<file path="config.mk">
export PLATFORM = sky130hd
export DESIGN_NAME = adc_and_temp_sense_control
export DESIGN_NICKNAME = d
export VERILOG_FILES = /design/src/shared/adc_pkg.sv /design/src/verilog/adc_and_temp_sense_control.sv
export VERILOG_INCLUDE_DIRS = /design/src /design/src/shared
export SDC_FILE = /design/constraint.sdc
export NUM_CORES = 1
export LEC_CHECK = 0
export ABC_CLOCK_PERIOD_IN_PS = 4600
export BUFFER_PORTS_ARGS = -buffer_cell sky130_fd_sc_hd__buf_2
export CAP_MARGIN = 20
export CORE_ASPECT_RATIO = 0.9
export CORE_UTILIZATION = 35
export DETAILED_ROUTE_END_ITERATION = 12
export GPL_ROUTABILITY_DRIVEN = 0
export PLACE_DENSITY = 0.57
export REMOVE_ABC_BUFFERS = 1
export SYNTH_ARGS = -nofsm -noshare
export SYNTH_HDL_FRONTEND = slang
export SYNTH_SLANG_ARGS = --single-unit
</file>
<file path="constraint.sdc">
create_clock -name clk -period 4.6 [get_ports clk]
set_input_delay 0.23 -clock clk [delete_from_list [all_inputs] [get_ports clk]]
set_output_delay 0.23 -clock clk [all_outputs]
set_load 0.005 [all_outputs]
</file>
<file path="src/shared/adc_params.svh">
// Constants for the converter control block: register offsets, field positions, resets, timing.
// Assumes a 32-bit classic Wishbone bus with byte addresses and one register per aligned word.
`ifndef ADC_PARAMS_SVH
`define ADC_PARAMS_SVH
// Notes on behaviour
// - Each conversion yields a 10-bit successive-approximation result stored in two result bytes.
// - Eleven sources: eight pins, temperature indicator, reference buffer, converter output.
// - Positive reference is pin or supply by select field; negative is always ground.
// - Clock select: 000 /2, 100 /4, 001 /8, 101 /16, 010 /32, 110 /64, x11 RC.
// - One bit period is one conversion clock period; a conversion lasts 11.5 periods.
// - Divided clocks follow the system clock; the RC choice is independent of it.
// - Conversions continue in sleep only with the RC clock; otherwise they abort.
// - The done flag sets at every conversion end, regardless of interrupt enable.
// - An enabled done interrupt during sleep wakes the device.
// - After wake, service routine runs only when global and peripheral enables are set.
// - A format bit selects left or right justification of the result pair.
// - Temperature indicator is active only while its enable bit is set.
// - Range bit set selects high range, cleared selects low range.
// - The indicator reaches the converter through its own dedicated channel.
// - Code 11101 routes the indicator, 11111 the reference buffer; unused codes connect nothing.
// - Completion clears the busy bit, sets the done flag and loads the result.
// - Right justified: upper six high bits zero; left justified: lower six low bits zero.

`define OFS_CONTROL_0 8'h00
`define OFS_CONTROL_1 8'h04
`define OFS_RESULT_HIGH 8'h08
`define OFS_RESULT_LOW 8'h0C
`define OFS_REF_SENSOR 8'h10
`define OFS_FLAG_REG_1 8'h14
`define OFS_ENABLE_REG_1 8'h18
`define OFS_IRQ_CONTROL 8'h1C

`define CH_LSB 2
`define GO_BIT 1
`define ON_BIT 0
`define JUSTIFY_BIT 7
`define CLKSEL_LSB 4
`define FVR_EN_BIT 7
`define FVR_RDY_BIT 6
`define SENSOR_EN_BIT 5
`define SENSOR_RANGE_BIT 4
`define GLOBAL_EN_BIT 7
`define PERIPH_EN_BIT 6

`define CH_TEMP 5'h1D
`define CH_DAC 5'h1E
`define CH_FIXED_REF 5'h1F
`define PREF_PIN 2'h2
`define REF_SENSOR_RESET 8'h00
`define TRIAL_START 10'h200
`define HALF_PERIODS 5'h17
`define LAST_DECIDE 5'h15

`endif

</file>
<file path="src/shared/adc_pkg.sv">
// Types for the converter control block: bus carriers, analog control bundle, conversion state enum.
// Assumes the constants header is included by the design file that imports this package.
package adc_pkg;

    typedef enum logic [1:0] {
        IDLE = 2'b00,
        CONVERT = 2'b01
    } conv_state_t;

    typedef struct packed {
        logic cyc;
        logic stb;
        logic we;
        logic [7:0] adr;
        logic [3:0] sel;
        logic [31:0] dat;
    } wb_req_t;

    typedef struct packed {
        logic ack;
        logic [31:0] dat;
    } wb_rsp_t;

    typedef struct packed {
        logic [4:0] channel;
        logic channel_valid;
        logic temp_route;
        logic fixed_ref_route;
        logic ref_pin_select;
        logic sample_hold;
        logic [9:0] trial_code;
        logic converter_active;
        logic temp_sensor_enable;
        logic temp_sensor_range;
        logic fixed_reference_enable;
        logic [1:0] comparator_ref_gain;
        logic [1:0] converter_ref_gain;
    } analog_ctl_t;

endpackage

</file>
<file path="src/verilog/adc_and_temp_sense_control.sv">
// Converter control: register file on Wishbone, conversion clock, SAR sequencer, sensor bits.
// Assumes an external comparator and RC oscillator arrive asynchronously; sleep comes on clk.
`timescale 1ns/100ps
`include "adc_params.svh"

module adc_and_temp_sense_control (
    input wire logic clk,
    input wire logic rst,
    input wire adc_pkg::wb_req_t wb_req,
    output adc_pkg::wb_rsp_t wb_rsp,
    input wire logic comparator_pin,
    input wire logic internal_rc_conv_clock,
    input wire logic cpu_sleep,
    output adc_pkg::analog_ctl_t analog_ctl,
    output logic wake_request,
    output logic take_isr
);
    import adc_pkg::*;

    typedef struct packed {
        conv_state_t state;
        logic [4:0] channel;
        logic go;
        logic on;
        logic justify;
        logic [2:0] clk_sel;
        logic [1:0] pref;
        logic [7:0] ref_ctl;
        logic done_flag;
        logic irq_en;
        logic global_en;
        logic periph_en;
        logic [7:0] res_hi;
        logic [7:0] res_lo;
        logic [9:0] trial;
        logic [3:0] bit_idx;
        logic [4:0] halves;
        logic [5:0] div_cnt;
        logic [2:0] cmp_sync;
        logic cmp;
        logic [2:0] rc_sync;
        logic rc;
        logic parked;
        logic wake;
        logic isr;
        wb_rsp_t rsp;
        analog_ctl_t ana;
    } ctl_state_t;

    ctl_state_t st;
    ctl_state_t n;
    logic wr;
    logic start;
    logic abort;
    logic tick;
    logic finish;
    logic rc_edge;
    logic [10:0] conv_len;

    // System clock cycles in half a conversion clock period.
    function automatic logic [5:0] half_len(input logic [2:0] sel);
        case (sel)
            3'b000: half_len = 6'h01;
            3'b100: half_len = 6'h02;
            3'b001: half_len = 6'h04;
            3'b101: half_len = 6'h08;
            3'b010: half_len = 6'h10;
            3'b110: half_len = 6'h20;
            default: half_len = 6'h01;
        endcase
    endfunction

    // Route decode: {connected, temperature indicator, fixed reference buffer}.
    function automatic logic [2:0] chan_route(input logic [4:0] code);
        chan_route = 3'h0;
        if (code < 5'h08) begin
            chan_route = 3'h4;
        end else if (code == `CH_TEMP) begin
            chan_route = 3'h6;
        end else if (code == `CH_DAC) begin
            chan_route = 3'h4;
        end else if (code == `CH_FIXED_REF) begin
            chan_route = 3'h5;
        end
    endfunction

    // Aborted result: bits not yet resolved copy the last resolved bit.
    function automatic logic [9:0] partial(input logic [9:0] t, input logic [4:0] h);
        logic [9:0] r;
        int d;
        r = t;
        d = (h >= 5'h03) ? (int'(h) - 1) / 2 : 0;
        for (int i = 0; i < 10; i++) begin
            if (i < 10 - d) begin
                r[i] = (d == 0) ? 1'b0 : t[10 - d];
            end
        end
        return r;
    endfunction

    function automatic logic [15:0] place(input logic [9:0] v, input logic right);
        return right ? {6'h00, v} : {v, 6'h00};
    endfunction

    always_comb begin
        logic [4:0] nh;
        logic [15:0] res;
        logic [31:0] rdata;
        logic [2:0] route;
        nh = 5'h00;
        res = 16'h0000;
        rdata = 32'h0000_0000;
        route = 3'h0;
        n = st;
        n.wake = 1'b0;
        n.isr = 1'b0;
        start = 1'b0;
        abort = 1'b0;
        finish = 1'b0;

        n.cmp_sync = {st.cmp_sync[1:0], comparator_pin};
        if (st.cmp_sync[1] == st.cmp_sync[2]) begin
            n.cmp = st.cmp_sync[2];
        end
        n.rc_sync = {st.rc_sync[1:0], internal_rc_conv_clock};
        rc_edge = (st.rc_sync[1] == st.rc_sync[2]) && (st.rc_sync[2] != st.rc);
        if (rc_edge) begin
            n.rc = st.rc_sync[2];
        end

        wr = wb_req.cyc && wb_req.stb && wb_req.we && !st.rsp.ack && wb_req.sel[0];
        n.rsp.ack = wb_req.cyc && wb_req.stb && !st.rsp.ack;
        if (wb_req.adr == `OFS_CONTROL_0) begin
            rdata[7:0] = {1'b0, st.channel, st.go, st.on};
        end else if (wb_req.adr == `OFS_CONTROL_1) begin
            rdata[7:0] = {st.justify, st.clk_sel, 2'b00, st.pref};
        end else if (wb_req.adr == `OFS_RESULT_HIGH) begin
            rdata[7:0] = st.res_hi;
        end else if (wb_req.adr == `OFS_RESULT_LOW) begin
            rdata[7:0] = st.res_lo;
        end else if (wb_req.adr == `OFS_REF_SENSOR) begin
            rdata[7:0] = st.ref_ctl;
        end else if (wb_req.adr == `OFS_FLAG_REG_1) begin
            rdata[0] = st.done_flag;
        end else if (wb_req.adr == `OFS_ENABLE_REG_1) begin
            rdata[0] = st.irq_en;
        end else if (wb_req.adr == `OFS_IRQ_CONTROL) begin
            rdata[7:6] = {st.global_en, st.periph_en};
        end
        n.rsp.dat = (wb_req.cyc && wb_req.stb && !st.rsp.ack && !wb_req.we) ? rdata : 32'h0000_0000;

        if (wr) begin
            if (wb_req.adr == `OFS_CONTROL_0) begin
                n.channel = wb_req.dat[`CH_LSB +: 5];
                n.on = wb_req.dat[`ON_BIT];
                if (wb_req.dat[`GO_BIT] && wb_req.dat[`ON_BIT] && st.state == IDLE && !st.parked) begin
                    start = 1'b1;
                end
                if ((!wb_req.dat[`GO_BIT] || !wb_req.dat[`ON_BIT]) && st.state == CONVERT) begin
                    abort = 1'b1;
                end
            end else if (wb_req.adr == `OFS_CONTROL_1) begin
                n.justify = wb_req.dat[`JUSTIFY_BIT];
                n.clk_sel = wb_req.dat[`CLKSEL_LSB +: 3];
                n.pref = wb_req.dat[1:0];
            end else if (wb_req.adr == `OFS_REF_SENSOR) begin
                n.ref_ctl = wb_req.dat[7:0];
                n.ref_ctl[`FVR_RDY_BIT] = wb_req.dat[`FVR_EN_BIT];
            end else if (wb_req.adr == `OFS_FLAG_REG_1) begin
                n.done_flag = wb_req.dat[0];
            end else if (wb_req.adr == `OFS_ENABLE_REG_1) begin
                n.irq_en = wb_req.dat[0];
            end else if (wb_req.adr == `OFS_IRQ_CONTROL) begin
                n.global_en = wb_req.dat[`GLOBAL_EN_BIT];
                n.periph_en = wb_req.dat[`PERIPH_EN_BIT];
            end
        end

        // Divided clocks count system cycles, so they scale with it; the RC clock does not.
        if (st.clk_sel[1:0] == 2'b11) begin
            tick = rc_edge;
        end else begin
            tick = st.div_cnt == half_len(st.clk_sel) - 6'h01;
        end

        if (!cpu_sleep) begin
            n.parked = 1'b0;
        end
        if (start) begin
            n.state = CONVERT;
            n.go = 1'b1;
            n.halves = 5'h00;
            n.div_cnt = 6'h00;
            n.trial = `TRIAL_START;
            n.bit_idx = 4'h9;
        end else if (st.state == CONVERT) begin
            if (abort) begin
                res = place(partial(st.trial, st.halves), st.justify);
                n.res_hi = res[15:8];
                n.res_lo = res[7:0];
                n.go = 1'b0;
                n.state = IDLE;
            end else if (cpu_sleep && st.clk_sel[1:0] != 2'b11) begin
                n.go = 1'b0;
                n.state = IDLE;
                n.parked = 1'b1;
            end else begin
                n.div_cnt = tick ? 6'h00 : st.div_cnt + 6'h01;
                if (tick) begin
                    nh = st.halves + 5'h01;
                    n.halves = nh;
                    // Each odd half period from the third to the 21st resolves one bit, MSB first.
                    if (nh[0] && nh >= 5'h03 && nh <= `LAST_DECIDE) begin
                        n.trial[st.bit_idx] = st.cmp;
                        if (st.bit_idx != 4'h0) begin
                            n.trial[st.bit_idx - 4'h1] = 1'b1;
                            n.bit_idx = st.bit_idx - 4'h1;
                        end
                    end
                    if (nh == `HALF_PERIODS) begin
                        finish = 1'b1;
                        res = place(st.trial, st.justify);
                        n.res_hi = res[15:8];
                        n.res_lo = res[7:0];
                        n.go = 1'b0;
                        n.state = IDLE;
                        n.wake = cpu_sleep && st.irq_en;
                        n.isr = cpu_sleep && st.irq_en && st.global_en && st.periph_en;
                        n.parked = cpu_sleep && !st.irq_en;
                    end
                end
            end
        end
        // A completion in the cycle of a software clear still leaves the flag set.
        if (finish) begin
            n.done_flag = 1'b1;
        end

        route = chan_route(n.channel);
        n.ana.channel = n.channel;
        n.ana.channel_valid = route[2];
        n.ana.temp_route = route[1];
        n.ana.fixed_ref_route = route[0];
        n.ana.ref_pin_select = n.pref == `PREF_PIN;
        n.ana.sample_hold = n.state == IDLE && n.on && !n.parked;
        n.ana.trial_code = n.trial;
        n.ana.converter_active = n.on && !n.parked;
        n.ana.temp_sensor_enable = n.ref_ctl[`SENSOR_EN_BIT];
        n.ana.temp_sensor_range = n.ref_ctl[`SENSOR_RANGE_BIT];
        n.ana.fixed_reference_enable = n.ref_ctl[`FVR_EN_BIT];
        n.ana.comparator_ref_gain = n.ref_ctl[3:2];
        n.ana.converter_ref_gain = n.ref_ctl[1:0];
    end

    always_ff @(posedge clk) begin
        if (rst) begin
            st <= '0;
        end else begin
            st <= n;
        end
    end

    assign wb_rsp = st.rsp;
    assign analog_ctl = st.ana;
    assign wake_request = st.wake;
    assign take_isr = st.isr;

    // Cycles spent converting, read only by the checks below.
    always_ff @(posedge clk) begin
        if (rst || start) begin
            conv_len <= 11'h000;
        end else if (st.state == CONVERT) begin
            conv_len <= conv_len + 11'h001;
        end
    end

    flag_on_done_a: assert property (@(posedge clk) disable iff (rst)
        finish |=> st.done_flag)
        else $error("Done flag not set after conversion end.");

    done_clears_busy_a: assert property (@(posedge clk) disable iff (rst)
        finish |=> !st.go && st.state == IDLE)
        else $error("Busy bit still set after completion.");

    right_justify_a: assert property (@(posedge clk) disable iff (rst)
        finish && st.justify |=> st.res_hi[7:2] == 6'h00 && st.res_lo == $past(st.trial[7:0]))
        else $error("Right justified result misplaced.");

    left_justify_a: assert property (@(posedge clk) disable iff (rst)
        finish && !st.justify |=> st.res_lo[5:0] == 6'h00 && st.res_hi == $past(st.trial[9:2]))
        else $error("Left justified result misplaced.");

    msb_first_a: assert property (@(posedge clk) disable iff (rst)
        start |=> st.trial == 10'h200 && st.bit_idx == 4'h9 && st.div_cnt == 6'h00)
        else $error("Conversion did not begin with the top bit.");

    conv_length_a: assert property (@(posedge clk) disable iff (rst)
        finish && st.clk_sel[1:0] != 2'b11 |-> conv_len == {5'h00, half_len(st.clk_sel)} * 11'd23 - 11'd1)
        else $error("Conversion length is not 11.5 clock periods.");

    sleep_abort_a: assert property (@(posedge clk) disable iff (rst)
        cpu_sleep && st.state == CONVERT && st.clk_sel[1:0] != 2'b11 && !abort |=>
        st.state == IDLE && st.parked && !analog_ctl.converter_active)
        else $error("Conversion kept running in sleep without RC clock.");

    wake_on_done_a: assert property (@(posedge clk) disable iff (rst)
        finish && cpu_sleep && st.irq_en |=> wake_request ##1 !wake_request)
        else $error("No single wake pulse on enabled completion.");

    isr_gate_a: assert property (@(posedge clk) disable iff (rst)
        wake_request |-> take_isr == ($past(st.global_en) && $past(st.periph_en)))
        else $error("Service routine entry does not follow enables.");

    sensor_bits_a: assert property (@(posedge clk) disable iff (rst)
        analog_ctl.temp_sensor_enable == st.ref_ctl[5] && analog_ctl.temp_sensor_range == st.ref_ctl[4])
        else $error("Sensor enable or range does not follow its bits.");

    temp_channel_a: assert property (@(posedge clk) disable iff (rst)
        analog_ctl.temp_route == (st.channel == 5'h1D))
        else $error("Channel routing wrong.");

    unused_code_a: assert property (@(posedge clk) disable iff (rst)
        st.channel >= 5'h08 && st.channel <= 5'h1C |-> !analog_ctl.channel_valid)
        else $error("Reserved channel code connected.");

    fixed_route_a: assert property (@(posedge clk) disable iff (rst)
        analog_ctl.fixed_ref_route == (st.channel == `CH_FIXED_REF))
        else $error("Reference buffer routing wrong.");

    flag_kept_a: assert property (@(posedge clk) disable iff (rst)
        st.done_flag && !(wr && wb_req.adr == `OFS_FLAG_REG_1) |=> st.done_flag)
        else $error("Done flag cleared without a software write.");

    rc_sleep_runs_a: assert property (@(posedge clk) disable iff (rst)
        cpu_sleep && st.state == CONVERT && st.clk_sel[1:0] == 2'b11 && !abort |=>
        st.state == CONVERT || st.done_flag)
        else $error("RC clocked conversion stopped in sleep.");

    ack_next_cycle_a: assert property (@(posedge clk) disable iff (rst)
        wb_req.cyc && wb_req.stb && !wb_rsp.ack |=> wb_rsp.ack)
        else $error("Bus request not answered in one cycle.");

endmodule // adc_and_temp_sense_control

</file>
# After elaboration in Yosys (flattened, before gate mapping)
# Index checks and enable logic that the tools add are counted.
# op_classes
add_sub_neg,7
magnitude_cmp,19
eq_ne,30
mux,98
bitwise_logic,14
reduce_logical,65
# op_table
cell,n
$lt A4 B32 Y1 const A,4
$mux W25,3
$lt A3 B32 Y1 const A,2
$lt A5 B32 Y1 const A,2
$mux W16,4
$mux W1,43
$mux W41,1
$mux W35,1
$add A32 B1 Y32,1
$eq A8 B5 Y1 const B,4
$logic_not A32 Y1,1
$lt A1 B32 Y1 const A,1
$lt A2 B32 Y1 const A,1
$lt A32 B6 Y1 const B,1
$mux W32,1
$mux W8,4
$sub A5 B32 Y32 const A,1
$mux W3,10
$pmux W6 S5,1
$mux W14,2
$mux W2,13
$logic_and A1 B1 Y1,23
$eq A5 B5 Y1 const B,4
$reduce_and A5 Y1,4
other kinds (48),101
# word_totals
reg_bits,125
out_inout_bits,63
word_cells,276

# Longest topological paths before layout
# Gate-level depths: netlist (run 1).
# depth
depth_word,14
ltp_mapped,19

# Worst setup path after synthesis (run 1)
# OpenSTA, ideal clock, no wires.
# synth_timing
path_type,register to register
from,reg st[82] in the netlist's numbering
to,reg st[98] in the netlist's numbering
setup_ns,0.132
t_arrival_ns,4.011
required_time_ns,4.468
slack_ns,0.458
path_stages_with_launch,20
n_path_buf,3
synth_period_minus_slack_ns,4.142
path_cell_list,dfxtp_1 > buf_2 > nor3_1 > and3_1 > clkbuf_1 > ha_1 > ha_1 > nand3_1 > ha_1 > and4b_1 > nand4_1 > or3_1 > a31oi_1 > o32ai_1 > nor4_1 > and3_1 > buf_2 > nand2_1 > a221oi_1 > nor3_1
# synth_via
elab_chain_len,12
word_cells_on_any_way,19
# synth_rtl
item,line_no,text
from (decl),adc_and_temp_sense_control.sv:50,ctl_state_t st;
from (signal assigned),adc_and_temp_sense_control.sv:259,st <= n;
branches (longest 12 deep; another with $add A32 B1 Y32),--,
# Parallel ways; which one is timed is not known. The select of a mux whose other input is x is not followed.
# A chain may end at the register's enable or synchronous reset.

# Final worst setup path (run 1)
# layout_timing
from,reg st[79] in the netlist's numbering
to,reg st[99] in the netlist's numbering
# layout_via
elab_chain_len,12
word_cells_on_any_way,19
# layout_rtl
item
branches (longest 12 deep; another with $add A32 B1 Y32)
# Parallel ways; which one is timed is not known. The select of a mux whose other input is x is not followed.

==> metrics.cfg, run 1 <==
[routing]
drc=0
dr.pass1.iters=7
drtIter0Drc=445
vias_per_cell=5.36
wl_per_cell_um=15.7
ant_nets=0
vias=5808
wl_um=17000

[floorplanning]
fp.dieW_um=145
die_area_mm2=0.0189
die_y_um=130
coreArea_mm2=0.0178
floorplan.rows=46
initial_core_util_pct=36.0
ios=115

[placed_design]
dp.cells=1067
port_buffers=63
hpwl_um=13000
place_ws_ns=0.256

[layout]
drive_above_1_share_pct=15.4
fill_cells=1879
fin_nets=917
syn2layout_area_growth_pct=8.84
fin_cells=1083
diodes=0

[timing]
setup_viol=0
setup_ws_ns=0.344
final.setup.tns_ns=0
fin_hold_ws_ns=0.0761
fin_crit_sh_pct=92.5
fmaxAchievable_mhz=235
rsz0062_at_grt=no
finalHoldViolations=0
final_max_slew_viol_count=0
fin_skew_ns=0.00637
min_period_ns=4.26
tightest_slew_ns=1.01
relSlewSlack_pct=32.2

[setup_path]
crit_chain=inv_1, ha_1, inv_1, ha_1, ha_1, nand3_1, ha_1, and4b_1, nand4_1, or3_1, a31oi_1, o32ai_1, nor2_1, nand4_2, and3_1, a2111oi_1, buf_4, nor3_1
crit_type=flop to flop
arrival_ns=4.47
path_buf_inv=3
r2r_slack_ns=0.34
cpLargestDelayFamily=simple AND/OR/NAND/NOR gates
cpMaxStageDelayCell=a2111oi_1
r2r-end=st[99]$_SDFFE_PP0P_
start_kind=flop
max_stage_delay_ns=0.45
crit_path_start=st[79]$_SDFFE_PP0P_
cp_num_cells=18
reg2regPathDepth=18
end_kind=flop
reg2reg_from=st[79]$_SDFFE_PP0P_
worstPathRequired_ns=4.82
path_common_cell=ha_1
cp_max_fo=9
crit_end=st[99]$_SDFFE_PP0P_

[global_routing]
grt_pass1_wl_um=27600
overflow=0
grt_max_degree=47
grt_pass1_vias=5262
grt_usage_pct=18.7
antenna_found_initial=0

[status]
status=complete, no violations

[power]
ir_drop_uv=192
powerDensity_mw_per_mm2=228
power_mw=1.59
p_leak_nw=2.81

[clock_tree]
clk_pin_slew_ns=0.07
cts_tree=built
postCtsResizedCells=0
cts_hold_buf=0
cts-root-buf=clkbuf_16
cts_max_level=3
cts.sinks=94
cts_buffer_depth=2
cts_setup_buffers=0
cts_buffers=9
clkLatencyLatePin_ns=0.35

[synth]
synth_mux_area_share_pct=6.74
synth_xor_area_share_pct=2.71
synth_top_area_share_pct=29.4
yosysUniqueCellTypes=72
ys_seq_area_share_pct=29.4
synth-adder-area-share_pct=5.27
synth_area_leaders=dfxtp_1 (29%), buf_4 (7.1%), nand2_1 (5.6%)
ys_warn_count=0
synth_compound_area_share_pct=20.0
postSynthAreaPerCell_um2=7.85
async_reset_ff_share_pct=0
synth_ff_type=dfxtp_1
synth_edf_count=0
yosysTopAreaCell=dfxtp_1
synthCells=816
synth-simple-area-share_pct=25.0
ys_seq_elements=94
synth.cell_area_mm2=0.00641
synth_top_family_by_area=simple AND/OR/NAND/NOR gates

[job]
max-cap-violations=0

[worst_hold_path]
min_path_type=input port to flop

==> routing by layer <==
layer  part of all wire, %  vias to the layer above  global-route usage, %
li1                      -                     2896                      -
met1                    49                     2697                   27.8
met3                   6.7                       24                   3.61
met4                   1.2                        0                   5.14
met2                    43                      191                   27.2
met5                     0                        -                      0
==> worst register-to-register path, cell delays in order (launching register included) <==
cell       delay, ns
dfxtp_2         0.40
inv_1           0.10
ha_1            0.30
inv_1           0.08
ha_1            0.23
ha_1            0.23
nand3_1         0.10
ha_1            0.32
and4b_1         0.27
nand4_1         0.18
or3_1           0.37
a31oi_1         0.15
o32ai_1         0.15
nor2_1          0.22
nand4_2         0.14
and3_1          0.21
a2111oi_1       0.45
buf_4           0.19
nor3_1          0.04
==> per-stage QoR <==
step	area, um2	util (%)
4_1_cts	6960	39.1
6_report	6980	39.2
2_1_floorplan	5870	-
3_5_place_dp	6690	37.6
3_3_place_gp	6690	37.6
5_1_grt	6980	39.2
==> cells by family (layout without fill, tap and decap cells) <==
kind of cell,Yosys count,after routing
mux,35,35
xor+xnor,19,19
compound gates,193,193
fa+ha+maj,27,27
buf+inv,120,124
other cells,1,24
flops,94,94
simple gates,327,327
==> placed cells by master, fill, tap and decap left out, drive strengths merged, types with 6 or more instances in the layout <==
cell,Yosys,final
nor2,70,70
nand4b,6,6
conb,1,24
nor3,25,25
dfxtp,94,94
or3,8,8
nand3,38,38
nand4,10,10
a311oi,6,6
buf,68,89
nand2b,10,10
nor2b,13,13
and2,10,10
xor2,10,10
a21oi,65,65
nand2,97,97
a31oi,9,9
mux2i,24,24
o211ai,6,6
mux4,6,6
xnor2,9,9
o21ai,36,36
clkbuf,33,11
a22oi,7,7
and3,13,13
ha,27,27
inv,19,20
a211oi,14,14
nor4,9,9
==> cell type report <==
class                      instances  area [um2]  area share, %
clock inverter                     5        33.8          0.484
timing repair buffer              89         510           7.32
sequential                        94        1880           27.0
tap                              240         300           4.30
multi-input combinational        625        3930           56.4
clock buffer                      11         243           3.48
inverter                          19        71.3           1.02
==> power by group <==
part	internal [mW]	total, mW	switching, mW
clock network	0.382	0.712	0.331
logic	0.0178	0.0598	0.0419
registers	0.816	0.818	0.00127
total	1.22	1.59	0.374
==> cell usage after synthesis, drive strengths merged (6+ instances only) <==
master,number
nand4,10
o21ai,36
a22oi,7
ha,27
or3,8
nor4,9
o211ai,6
xnor2,9
nand3,38
mux2i,24
nand2,97
nor3,25
a211oi,14
a31oi,9
nor2b,13
dfxtp,94
xor2,10
mux4,6
buf,68
nand4b,6
nand2b,10
a311oi,6
and3,13
a21oi,65
nor2,70
clkbuf,33
inv,19
and2,10
==> registers in the layout (all words and copies together), names as in the netlist <==
| register | count |
|---|---|
| n | 4 |
| take_isr | 1 |
| st | 58 |
| analog_ctl | 21 |
| wake_request | 1 |
| wb_rsp | 9 |
==> worst min path at each step <==
stage | start | endpoint | slack [ns] | cells after the start
floorplan | rst | analog_ctl[17]$_SDFFE_PP0P_ | 0.30 | 1
global placement | n[66]$_SDFF_PP0_ | n[67]$_SDFF_PP0_ | 0.43 | 1
detailed placement | n[66]$_SDFF_PP0_ | n[67]$_SDFF_PP0_ | 0.43 | 1
CTS | wb_req[36] | wb_rsp[0]$_SDFF_PP0_ | 0.07 | 2
global route | wb_req[36] | wb_rsp[0]$_SDFF_PP0_ | 0.09 | 2
finish | wb_req[36] | wb_rsp[0]$_SDFF_PP0_ | 0.08 | 2
Power figures use the tool's default switching activity.
==> run 2: changes to the inputs <==
- CORE_UTILIZATION: 35 -> 45
- PLACE_DENSITY: 0.57 -> 0.7
==> run 2 against run 1 <==
  * Worst setup slack lost 0.023 ns
  * Via count grew 1.2%
  * Register-to-register slack lost 0.02 ns
  * Worst hold slack lost 0.0029 ns
  * Design area shrank 0.70%
  * Total power grew 3.7%
  * Utilization grew 12 points
  * First-iteration DRC count grew 27%
  * Combinational power is essentially flat
  * Die area shrank 22%
  * Critical endpoint unchanged
  * Largest power group unchanged
==> metrics.cfg, run 2 (synthesized netlist as in run 1, its figures left out) <==
[placed_design]
hpwl_um=12100  ; was 13000 um
place_ws_ns=0.208  ; was 0.256 ns
place_area_mm2=0.00660  ; was 0.00669 mm2
dp.cells=1013  ; was 1067
port_buffers=63  ; unchanged

[job]
max-cap-violations=0  ; unchanged

[routing]
wl_per_cell_um=15.6  ; was 15.7 um
drtIter0Drc=567  ; was 445
wl_um=16100  ; was 17000 um
dr.pass1.iters=5  ; was 7
vias_per_cell=5.71  ; was 5.36
ant_nets=0  ; unchanged
vias=5878  ; was 5808
drc=0  ; unchanged

[timing]
min_period_ns=4.28  ; was 4.26 ns
final.setup.tns_ns=0  ; unchanged
relSlewSlack_pct=40.2  ; was 32.2%
rsz0062_at_grt=no  ; unchanged
fin_crit_sh_pct=93.0  ; was 92.5%
tightest_slew_ns=0.889  ; was 1.01 ns
finalHoldViolations=0  ; unchanged
setup_viol=0  ; unchanged
fin_hold_ws_ns=0.0732  ; was 0.0761 ns
final_max_slew_viol_count=0  ; unchanged
setup_ws_ns=0.321  ; was 0.344 ns
fin_skew_ns=0.00727  ; was 0.00637 ns
fmaxAchievable_mhz=234  ; was 235 MHz

[power]
power_mw=1.65  ; was 1.59 mW
ir_drop_uv=201  ; was 192 uV
p_leak_nw=2.82  ; was 2.81 nW
powerDensity_mw_per_mm2=238  ; was 228 mW/mm2

[setup_path]
arrival_ns=4.50  ; was 4.47 ns
start_kind=flop  ; unchanged
end_kind=flop  ; unchanged
cp_max_fo=9  ; unchanged
worstPathRequired_ns=4.82  ; about the same
crit_type=flop to flop  ; unchanged

[layout]
finalInstanceArea_mm2=0.00693  ; was 0.00698 mm2
fin_cells=1029  ; was 1083
drive_above_1_share_pct=15.5  ; was 15.4%
layout_commonest_cell=nand2_1  ; unchanged
largest_reg_flops=58  ; unchanged
diodes=0  ; unchanged
fill_cells=1354  ; was 1879
final_util_pct=50.9  ; was 39.2%
register_area_mm2=0.00188  ; unchanged
syn2layout_area_growth_pct=8.08  ; was 8.84%
regMostFlops=st  ; unchanged
multiInputGateArea_mm2=0.00394  ; was 0.00393 mm2
final_cell_mix=nand2_1 (96), dfxtp_1 (93), nor2_1 (70), a21oi_1 (65), buf_2 (63)  ; unchanged
fin_nets=914  ; was 917

[floorplanning]
fp.dieW_um=128  ; was 145 um
die_area_mm2=0.0147  ; was 0.0189 mm2
floorplan.rows=40  ; was 46
ios=115  ; unchanged
coreArea_mm2=0.0136  ; was 0.0178 mm2
die_y_um=115  ; was 130 um
initial_core_util_pct=47.1  ; was 36.0%

[global_routing]
antenna_found_initial=0  ; unchanged
overflow=0  ; unchanged
grt_pass1_vias=5090  ; was 5262
grt_pass1_wl_um=26100  ; was 27600 um
grt_max_degree=47  ; unchanged
grt_usage_pct=22.2  ; was 18.7%

[clock_tree]
clk_pin_slew_ns=0.07  ; about the same
cts_buffer_depth=2  ; unchanged
cts_tree=built  ; unchanged
cts_buffers=9  ; unchanged
cts.sinks=94  ; unchanged
cts_max_level=3  ; unchanged
cts-root-buf=clkbuf_16  ; unchanged
clkLatencyLatePin_ns=0.35  ; about the same

[worst_hold_path]
min_path_type=input port to flop  ; unchanged

[status]
status=complete, no violations  ; unchanged

-- run 2: cell count changes in the layout (fill, tap and decap cells not counted), sizes merged --
cell      before  now
clkinvlp       2    1
clkbuf        11    9
buf           89   86
bufinv         0    1
inv           20   22
-- run 2: worst max-delay path, cell delays in order (launching register included) --
cell and delay [ns]:
dfxtp_2 0.41, inv_1 0.10, ha_1 0.30, inv_1 0.09
ha_1 0.17, ha_1 0.22, nand3_1 0.10, ha_2 0.40
and4b_1 0.26, nand4_1 0.16, or3_1 0.37, a31oi_1 0.16
o32ai_1 0.15, nor2_1 0.20, nand4_2 0.20, and3_1 0.25
a2111oi_2 0.41, buf_4 0.17, nor3_1 0.03
-- run 2: where the power goes --
part | internal [mW] | leakage [nW] | switching [mW]
Clock | 0.429 | 0.148 | 0.342
Combinational | 0.0179 | 1.91 | 0.0420
Sequential | 0.816 | 0.759 | 0.00119
-- run 2: area by class of cell --
class                      count  share of cell area, %
clock inverter                 7                   1.16
multi-input combinational    625                   56.9
timing repair buffer          86                   7.04
inverter                      19                   1.03
sequential                    94                   27.2
tap                          189                   3.41
clock buffer                   9                   3.25
-- run 2: what timing repair did --
item / CTS / global route
hold buffers: 0 / 0
resized for setup: 0 / 7
endpoints found under the setup margin: 0 / 9
buffers inserted: 0 / 0
-- run 2: final timing paths --
path	startpoint	end	slack, ns	cells after the start
worst max register to register	st[79]$_SDFFE_PP0P_	st[99]$_SDFFE_PP0P_	0.32	18
worst min-delay path	wb_req[36]	wb_rsp[0]$_SDFF_PP0_	0.07	2
worst max-delay path	st[79]$_SDFFE_PP0P_	st[99]$_SDFFE_PP0P_	0.32	18
worst min register to register	n[66]$_SDFF_PP0_	n[67]$_SDFF_PP0_	0.44	1
-- run 2: metal layers --
| layer | wire length [um] | vias to the layer above | track usage (%) |
|---|---|---|---|
| met4 | 161 | 0 | 4.31 |
| met2 | 6930 | 246 | 33.2 |
| met3 | 1270 | 16 | 4.19 |
| li1 | - | 2900 | - |
| met5 | 0 | - | 0 |
| met1 | 7690 | 2716 | 33.2 |
